$ cat src/clic_pkg.sv
// Purpose: shared constants and carriers for the cascaded interrupt controller
// Assumes: one system clock, synchronous active-high reset
// Notes: i/o offsets are byte port addresses on the documented i/o space
`default_nettype none
package clic_pkg;
  localparam logic [7:0] CLIC_MASTER_BASE = 8'h20;
  localparam logic [7:0] CLIC_MASTER_DATA = 8'h21;
  localparam logic [7:0] CLIC_SLAVE_BASE = 8'ha0;
  localparam logic [7:0] CLIC_SLAVE_DATA = 8'ha1;
  localparam int CLIC_INIT_START_BIT = 4;
  localparam int CLIC_FINAL_AUTO_END_OF_SERVICE_BIT = 1;
  localparam int CLIC_CASCADE_INPUT = 2;
  localparam int CLIC_SPURIOUS_INPUT = 7;
  localparam logic [2:0] CLIC_SLAVE_CODE = 3'h2;
  localparam logic [2:0] CLIC_SLAVE_ADDR_RST = 3'h7;
  localparam int CLIC_KBD_LATCH_BIT = 11;
  localparam int CLIC_MOUSE_LATCH_BIT = 12;
  localparam int CLIC_KBD_INPUT = 1;
  localparam int CLIC_MOUSE_INPUT = 12;
  localparam logic [15:0] CLIC_FIXED_EDGE = 16'h2005; // 0,2,13 edge-only
  localparam logic [15:0] CLIC_FIXED_LEVEL = 16'h0100; // input 8 fixed
  localparam int CLIC_ACK_LEN = 2; // cycles of the first internal ack pulse; the second lasts one
  localparam logic [7:0] CLIC_ZERO8 = 8'h00;
  // init sequence position per controller
  typedef enum logic [3:0] {
    CLIC_INIT_IDLE = 4'b0001,
    CLIC_INIT_VEC = 4'b0010,
    CLIC_INIT_CAS = 4'b0100,
    CLIC_INIT_FIN = 4'b1000
  } clic_init_t;
  // acknowledge sequencer
  typedef enum logic [4:0] {
    CLIC_ACK_IDLE = 5'b00001,
    CLIC_ACK_P1 = 5'b00010,
    CLIC_ACK_GAP = 5'b00100,
    CLIC_ACK_P2 = 5'b01000,
    CLIC_ACK_DONE = 5'b10000
  } clic_ack_t;
  // i/o access from the device's port decoder
  typedef struct packed {
    logic wr;
    logic rd;
    logic [7:0] addr;
    logic [7:0] data;
  } clic_io_t;
  // per-controller programmed state
  typedef struct packed {
    logic [7:0] req;
    logic [7:0] in_service_bits;
    logic [7:0] mask;
    logic [4:0] vbase;
    logic [7:0] cas;
    logic auto_end_of_service;
    logic rd_isr;
    clic_init_t init;
  } clic_ctl_t;
endpackage : clic_pkg
`default_nettype wire

$ cat src/clic_top.sv
// Purpose: master/slave legacy interrupt controller pair with ack sequencer
// Assumes: i_io is on this clock; end-of-service is a non-specific command
//   write of 8'h20 to a base port; edge/level select and general control
//   arrive as plain inputs from their own registers
// Notes: rotation, poll and special mask are not implemented
`timescale 1ns/1ps
`default_nettype none
module clic_top import clic_pkg::*; #(
  parameter int N_IN = 16
) (
  input wire logic i_clk_sys,
  input wire logic i_sys_rst,
  input wire logic [N_IN-1:0] i_irq,
  input wire logic [N_IN-1:0] i_level_sel,
  input wire logic [15:0] i_gen_ctl,
  input wire logic i_kbd_latch_clr,
  input wire clic_io_t i_io,
  input wire logic i_ack_cycle,
  output logic o_cpu_interrupt_out,
  output logic [7:0] o_rd_data,
  output logic o_vector_valid,
  output logic [7:0] o_vector,
  output logic o_internal_ack_pulse,
  output logic [2:0] o_cascade_code
);
  if (N_IN != 16) begin : g_chk
    $error("clic_top serves exactly two 8-input controllers");
  end

  // end-of-service command value written to a base port
  localparam logic [7:0] EOS_CMD = 8'h20;

  // lowest set bit among allowed ones; used for priority and for ack
  function automatic logic [3:0] pick(input logic [7:0] v);
    pick = 4'h8;
    for (int k = 7; k >= 0; k--) begin
      if (v[k]) begin
        pick = {1'b0, 3'(k)};
      end
    end
  endfunction

  // requests allowed past mask and the nested in-service block
  function automatic logic [7:0] eligible(input clic_ctl_t c);
    logic [7:0] blk;
    blk = 8'h00;
    for (int k = 0; k < 8; k++) begin
      if (c.in_service_bits[k]) begin
        blk = blk | (8'hff << k);
      end
    end
    eligible = c.req & ~c.mask & ~blk;
  endfunction

  // two-flop input synchroniser then previous sample for edges
  logic [N_IN-1:0] s1_r, s2_r, prev_r, s1_nxt, s2_nxt, prev_nxt;
  logic [N_IN-1:0] armed_r, armed_nxt, hold_r, hold_nxt;
  always_comb begin
    s1_nxt = i_irq;
    s2_nxt = s1_r;
    prev_nxt = s2_r;
  end
  always_ff @(posedge i_clk_sys) begin
    if (i_sys_rst) begin
      s1_r <= '0;
      s2_r <= '0;
      prev_r <= '0;
    end else begin
      s1_r <= s1_nxt;
      s2_r <= s2_nxt;
      prev_r <= prev_nxt;
    end
  end

  // optional keyboard/mouse latch, reloaded from the pin by the latch clear strobe
  logic [N_IN-1:0] line;
  always_comb begin
    hold_nxt = hold_r;
    if (i_gen_ctl[CLIC_KBD_LATCH_BIT] && s2_r[CLIC_KBD_INPUT])
      hold_nxt[CLIC_KBD_INPUT] = 1'b1;
    if (i_gen_ctl[CLIC_MOUSE_LATCH_BIT] && s2_r[CLIC_MOUSE_INPUT])
      hold_nxt[CLIC_MOUSE_INPUT] = 1'b1;
    if (i_kbd_latch_clr) begin
      hold_nxt[CLIC_KBD_INPUT] = s2_r[CLIC_KBD_INPUT];
      hold_nxt[CLIC_MOUSE_INPUT] = s2_r[CLIC_MOUSE_INPUT];
    end
    line = s2_r | hold_r;
  end
  always_ff @(posedge i_clk_sys) begin
    if (i_sys_rst) begin
      hold_r <= '0;
    end else begin
      hold_r <= hold_nxt;
    end
  end

  // level mode per input, with fixed inputs overriding the select
  logic [N_IN-1:0] lvl, rise, raw;
  assign lvl = (i_level_sel & ~CLIC_FIXED_EDGE) | CLIC_FIXED_LEVEL;
  assign rise = s2_r & ~prev_r;

  // controllers, ack sequencer
  clic_ctl_t ctl_r [2], ctl_nxt [2];
  clic_ack_t ack_r, ack_nxt;
  logic [0:0] cnt_r, cnt_nxt;
  logic [3:0] win_r, win_nxt; // frozen winner index, none is stored as spurious input 7
  logic sel_slv_r, sel_slv_nxt;
  logic [2:0] code_nxt;
  logic [7:0] vec_nxt, rd_nxt;
  logic int_nxt, vv_nxt, pulse_nxt;
  logic [7:0] el_m, el_s, sreq;
  logic [3:0] pm, ps;

  always_comb begin
    // slave output feeds master input 2
    el_s = eligible(ctl_r[1]);
    ps = pick(el_s);
    sreq = raw[7:0];
    sreq[CLIC_CASCADE_INPUT] = (el_s != 8'h00);
    el_m = eligible(ctl_r[0]);
    pm = pick(el_m);
  end

  // request sources: edges need re-arming after init, levels do not
  always_comb begin
    armed_nxt = armed_r | ~s2_r;
    for (int c = 0; c < 2; c++) begin
      if (i_io.wr && i_io.addr == (c == 0 ? CLIC_MASTER_BASE
          : CLIC_SLAVE_BASE) && i_io.data[CLIC_INIT_START_BIT])
        armed_nxt[c*8 +: 8] = 8'h00;
    end
    raw = (lvl & line) | (~lvl & rise & armed_r);
  end

  always_comb begin
    for (int c = 0; c < 2; c++) begin
      ctl_nxt[c] = ctl_r[c];
    end
    // set first, so a clear in the same cycle overrides it below, for the
    // acknowledged level itself and for all requests on an init write
    ctl_nxt[0].req = (ctl_r[0].req | sreq) & ~8'(1 << CLIC_CASCADE_INPUT);
    ctl_nxt[0].req[CLIC_CASCADE_INPUT] = sreq[CLIC_CASCADE_INPUT];
    ctl_nxt[1].req = ctl_r[1].req | raw[15:8];
    // level requests follow the line when it drops
    ctl_nxt[0].req = ctl_nxt[0].req & (~lvl[7:0] | line[7:0] | sreq);
    ctl_nxt[1].req = ctl_nxt[1].req & (~lvl[15:8] | line[15:8]);
    ack_nxt = ack_r;
    cnt_nxt = cnt_r;
    win_nxt = win_r;
    sel_slv_nxt = sel_slv_r;
    code_nxt = o_cascade_code;
    vec_nxt = o_vector;
    vv_nxt = 1'b0;
    pulse_nxt = 1'b0;
    rd_nxt = o_rd_data;
    // register port writes and reads
    for (int c = 0; c < 2; c++) begin
      logic [7:0] base, data;
      base = (c == 0) ? CLIC_MASTER_BASE : CLIC_SLAVE_BASE;
      data = (c == 0) ? CLIC_MASTER_DATA : CLIC_SLAVE_DATA;
      if (i_io.wr && i_io.addr == base) begin
        if (i_io.data[CLIC_INIT_START_BIT]) begin
          ctl_nxt[c].init = CLIC_INIT_VEC;
          ctl_nxt[c].mask = CLIC_ZERO8;
          ctl_nxt[c].cas = {5'h00, CLIC_SLAVE_ADDR_RST};
          ctl_nxt[c].rd_isr = 1'b0;
          ctl_nxt[c].req = CLIC_ZERO8;
        end else if (i_io.data == EOS_CMD) begin
          ctl_nxt[c].in_service_bits = ctl_r[c].in_service_bits & ~8'(1 << pick(ctl_r[c].in_service_bits));
        end else if (i_io.data[1:0] == 2'b10) begin
          ctl_nxt[c].rd_isr = i_io.data[0];
        end else if (i_io.data[1:0] == 2'b11) begin
          ctl_nxt[c].rd_isr = 1'b1;
        end
      end
      if (i_io.wr && i_io.addr == data) begin
        case (ctl_r[c].init)
          CLIC_INIT_VEC: begin
            ctl_nxt[c].vbase = i_io.data[7:3];
            ctl_nxt[c].init = CLIC_INIT_CAS;
          end
          CLIC_INIT_CAS: begin
            ctl_nxt[c].cas = i_io.data;
            ctl_nxt[c].init = CLIC_INIT_FIN;
          end
          CLIC_INIT_FIN: begin
            ctl_nxt[c].auto_end_of_service = i_io.data[CLIC_FINAL_AUTO_END_OF_SERVICE_BIT];
            ctl_nxt[c].init = CLIC_INIT_IDLE;
          end
          default: ctl_nxt[c].mask = i_io.data;
        endcase
      end
      if (i_io.rd && i_io.addr == base)
        rd_nxt = ctl_r[c].rd_isr ? ctl_r[c].in_service_bits : ctl_r[c].req;
      if (i_io.rd && i_io.addr == data)
        rd_nxt = ctl_r[c].mask;
    end
    // acknowledge sequencer: pulse, gap, pulse
    case (ack_r)
      CLIC_ACK_IDLE: begin
        if (i_ack_cycle) begin
          ack_nxt = CLIC_ACK_P1;
          cnt_nxt = '0;
          win_nxt = pm;
          pulse_nxt = 1'b1;
          if (pm[3]) begin
            win_nxt = 4'(CLIC_SPURIOUS_INPUT);
          end else begin
            ctl_nxt[0].in_service_bits[pm[2:0]] = 1'b1;
            ctl_nxt[0].req[pm[2:0]] = 1'b0;
            if (pm[2:0] == 3'(CLIC_CASCADE_INPUT) && !ps[3]) begin
              ctl_nxt[1].in_service_bits[ps[2:0]] = 1'b1;
              ctl_nxt[1].req[ps[2:0]] = 1'b0;
            end
          end
          sel_slv_nxt = (pm[2:0] == 3'(CLIC_CASCADE_INPUT)) && !pm[3]
              && !ps[3];
          if (pm[2:0] == 3'(CLIC_CASCADE_INPUT) && !pm[3])
            win_nxt = ps[3] ? 4'(CLIC_SPURIOUS_INPUT) : ps;
        end
      end
      CLIC_ACK_P1: begin
        pulse_nxt = (cnt_r != 1'(CLIC_ACK_LEN - 1));
        cnt_nxt = cnt_r + 1'b1;
        if (cnt_r == 1'(CLIC_ACK_LEN - 1)) begin
          ack_nxt = CLIC_ACK_GAP;
          // trailing edge of first pulse: broadcast slave code
          code_nxt = sel_slv_r ? CLIC_SLAVE_CODE : 3'h0;
        end
      end
      CLIC_ACK_GAP: begin
        ack_nxt = CLIC_ACK_P2;
        pulse_nxt = 1'b1;
        if (code_nxt == ctl_r[1].cas[2:0] && sel_slv_r)
          vec_nxt = {ctl_r[1].vbase, win_r[2:0]};
        else
          vec_nxt = {ctl_r[0].vbase, sel_slv_r ? 3'(CLIC_SPURIOUS_INPUT)
              : win_r[2:0]};
        vv_nxt = 1'b1;
      end
      CLIC_ACK_P2: begin
        ack_nxt = CLIC_ACK_DONE;
      end
      CLIC_ACK_DONE: begin
        ack_nxt = CLIC_ACK_IDLE;
        code_nxt = 3'h0;
        // auto mode: master in-service ends after the second pulse; the slave's auto bit is unused
        if (ctl_r[0].auto_end_of_service) begin
          ctl_nxt[0].in_service_bits = ctl_r[0].in_service_bits & ~8'(1 << pick(ctl_r[0].in_service_bits));
        end
      end
      default: ack_nxt = CLIC_ACK_IDLE;
    endcase
    int_nxt = (el_m != 8'h00) && (ack_r == CLIC_ACK_IDLE);
  end

  always_ff @(posedge i_clk_sys) begin
    if (i_sys_rst) begin
      for (int c = 0; c < 2; c++) begin
        ctl_r[c] <= '{req: 8'h00, in_service_bits: 8'h00, mask: 8'h00, vbase: 5'h00,
            cas: 8'h00, auto_end_of_service: 1'b0, rd_isr: 1'b0, init: CLIC_INIT_IDLE};
      end
      armed_r <= '0;
      ack_r <= CLIC_ACK_IDLE;
      cnt_r <= '0;
      win_r <= 4'h0;
      sel_slv_r <= 1'b0;
      o_cascade_code <= 3'h0;
      o_vector <= 8'h00;
      o_vector_valid <= 1'b0;
      o_internal_ack_pulse <= 1'b0;
      o_rd_data <= 8'h00;
      o_cpu_interrupt_out <= 1'b0;
    end else begin
      ctl_r <= ctl_nxt;
      armed_r <= armed_nxt;
      ack_r <= ack_nxt;
      cnt_r <= cnt_nxt;
      win_r <= win_nxt;
      sel_slv_r <= sel_slv_nxt;
      o_cascade_code <= code_nxt;
      o_vector <= vec_nxt;
      o_vector_valid <= vv_nxt;
      o_internal_ack_pulse <= pulse_nxt;
      o_rd_data <= rd_nxt;
      o_cpu_interrupt_out <= int_nxt;
    end
  end
endmodule // clic_top
`default_nettype wire

$ cat config.mk
export PLATFORM = sky130hd
export DESIGN_NAME = clic_top
export DESIGN_NICKNAME = d
export VERILOG_FILES = /design/src/clic_pkg.sv /design/src/clic_top.sv
export SDC_FILE = /design/constraint.sdc
export NUM_CORES = 1
export LEC_CHECK = 0
export BUFFER_PORTS_ARGS = -buffer_cell sky130_fd_sc_hd__buf_2
export CAP_MARGIN = 20
export CORE_ASPECT_RATIO = 0.5
export CORE_MARGIN = 2
export CORE_UTILIZATION = 57
export CTS_BUF_LIST = sky130_fd_sc_hd__clkbuf_16
export DETAILED_ROUTE_END_ITERATION = 12
export PLACE_DENSITY = 0.79
export SYNTH_ARGS = -nofsm -noshare
export SYNTH_HDL_FRONTEND = slang
export SYNTH_SLANG_ARGS = --single-unit
$ cat constraint.sdc
create_clock -name i_clk_sys -period 2.75 [get_ports i_clk_sys]
set_input_delay 0.55 -clock i_clk_sys [delete_from_list [all_inputs] [get_ports i_clk_sys]]
set_output_delay 0.55 -clock i_clk_sys [all_outputs]
set_load 0.005 [all_outputs]
==> metrics.txt <==
fraction of layout cells with a size suffix above 1=between 10% and 20%; die width=~160 um; DRT antenna net count=0; Syn. warnings=0; CTS HTree Levels=4; Remaining Overflow, GRT=0; Crit Path Max Fanout=7; Max-slew headroom=between 40% and 50%; Setup CP Type=flop to flop; CTS tree=built; Final #Nets=between 800 and 900; 1st-iter DRT viols=460; CP delay by family, top=simple AND/OR/NAND/NOR gates; Initial Utilization=approximately three fifths; Netlist cell types=73; Post-synth EDFFs=0; Critical Path RT=between 3000 and 4000 ps; pwr dens=roughly 660 mW/mm2; Fin. Hold Viols=0; die height=80.8 um; Post-DP HPWL=between 10000 and 15000 um; most frequent cells in the layout=162 x dfxtp_1, 104 x nor2_1, 69 x buf_2; synthesis-to-finish area growth=15.9%; clock slew at reported path FFs=~70 ps; via count=about 5600; Post-CTS Resized=0; Synth Cell Area=0.00673 mm2; synthesized area per cell=8.87 um2; CTS buffer count=17; fmax=419 MHz; M1 WL=approximately 7600 um; top cell type's share of synthesized area=a little under 50%; Non-Filler Instances=about 1000; Area contributors post-synth=dfxtp_1 48%, nor2_1 5.8%, mux2i_1 4.9%; Via density=about 5.6; sequential element share of the synthesized area=about half; final WL=15700 um; outcome=finished, final reports clean; full die area=between 0.01 and 0.015 mm2; Max IR drop VDD=about 320 uV; DRC=0; Place WS=approximately 300 ps; Row Count=27; Worst Tran Pin Value=approximately 760 ps; placed cell count=approximately 970; Core Footprint=0.0112 mm2; fin crit share=86.8%; Sink Count=162; Diodes inserted=0; Setup crit start kind=flop; first-pass GRT wire length=25200 um; CP max-delay cell=nor4_1; critical path, cell by cell=or2_1 -> nor3_1 -> nand4_1 -> nor4_1 -> nand2_1 -> and3_1; FFs w/ async S/R, synth=0%; leak pwr=~3.2 nW; all-layer global routing usage=about a quarter; WL met3=about 1300 um; minimum clock period=between 2000 and 2500 ps; Max Used Layer=met4; RD Place Congestion=roughly 0.97; endpoint class of the critical path=flop; pin count of the biggest net entering global routing=71; routed wl met2=~6500 um; commonest non-fill, non-tap cell in the layout=dfxtp_1; Max Slew Vio Count=0; # setup viols final=0; drt pass-1 iters=5; Port-buffer cells=70; Max Buffers Root-to-Sink=2; FF+latch count, synth=between 150 and 200; cell taking the most area after synthesis=dfxtp_1; Routed WL per cell=roughly 16 um; critical path arrival=between 2000 and 3000 ps; clock skew=9.58 ps; CTS hold repair buffers=0; WP buf/inv=0; setup ws final=roughly 360 ps; CP max stage delay=around 460 ps; Root Driver=clkbuf_16; Top Ports=92; cells after synthesis=around 760; Setup Fix Bufs, Post-CTS=0; Maximum Capacitance Violations=0; Setup TNS=0 ps; vias in the first global route=between 5000 and 6000; Worst-Skew Late Latency=430 ps; Hold Path Class=input port to flop; initial antenna violation count=0; Synth Flop Type=dfxtp_1; RSZ-0062 raised after global routing=no
cells in the mapped netlist (all sizes together) (2+ instances only):
cell type / count
a211oi: 17
a21oi: 47
a221oi: 3
a22o: 12
a22oi: 19
a311oi: 2
a31oi: 2
and2: 3
and2b: 2
and3: 11
and3b: 5
buf: 5
clkbuf: 26
dfxtp: 162
inv: 30
mux2i: 33
nand2: 48
nand2b: 21
nand3: 13
nand3b: 2
nand4: 4
nor2: 104
nor2b: 51
nor3: 24
nor3b: 4
nor4: 7
nor4b: 5
nor4bb: 2
o211a: 2
o21a: 3
o21ai: 41
o22ai: 3
o311ai: 2
o31ai: 3
o32a: 2
o32ai: 2
or2: 3
or2b: 4
or3: 5
or3b: 3
or4: 2
xnor2: 2
xor2: 2
routing by layer:
layer	global-route usage, %	vias to the layer above
met1	35.9	2591
met3	7.31	28
met5	0	-
met2	38.0	208
met4	10.4	0
li1	-	2808
cell type report:
cell class,count,area (um2)
Multi-Input combinational cell,536,3230
Inverter,30,113
Timing Repair Buffer,80,428
Tap cell,159,199
Clock buffer,17,425
Clock inverter,14,154
Sequential cell,162,3240
Fill cell,900,3450
kinds of logic after synthesis:
| family | count (synthesis) | share of synthesized area (%) |
|---|---|---|
| flops | 162 | 48.2 |
| simple gates | 324 | 25.6 |
| other cells | 1 | 0.0558 |
| mux | 33 | 4.91 |
| compound gates | 173 | 17.0 |
| xor+xnor | 4 | 0.521 |
| buf+inv | 61 | 3.74 |
registers in the layout, indices dropped and copies added, names as in the netlist:
register	count
ack_r	5
armed_r	14
cnt_r	1
ctl_r	72
hold_r	2
o_cascade_code	1
o_cpu_interrupt_out	1
o_internal_ack_pulse	1
o_rd_data	8
o_vector	8
o_vector_valid	1
prev_nxt	15
prev_r	14
s1_r	15
sel_slv_r	1
win_r	3
where the power goes:
part	total [mW]	switching, mW	internal [mW]
clock network	2.33	0.984	1.34
logic	0.349	0.207	0.142
registers	2.45	0.0415	2.41
per-stage QoR:
stage               hold slack, ps  area (um2)  power, mW  util (%)
global placement               418        7220       2.84      64.2
detailed placement             420        7220       2.85      64.2
finish                         322        7800       5.13      69.3
floorplan                      414        6730       2.72         -
global route                   323        7800       5.31      69.3
CTS                            313        7800       5.15      69.3
path summary, 6_finish.rpt:
kind,startpoint,end,slack [ps],cells past startpoint
setup / recovery,ack_r[1],ctl_r[41],360,6
hold / removal,i_irq[0],s1_r[0],320,2
setup reg to reg,ack_r[1],ctl_r[41],360,6
hold reg to reg,s1_r[10],prev_nxt[10],430,1
(Power assumes the default switching activity.)
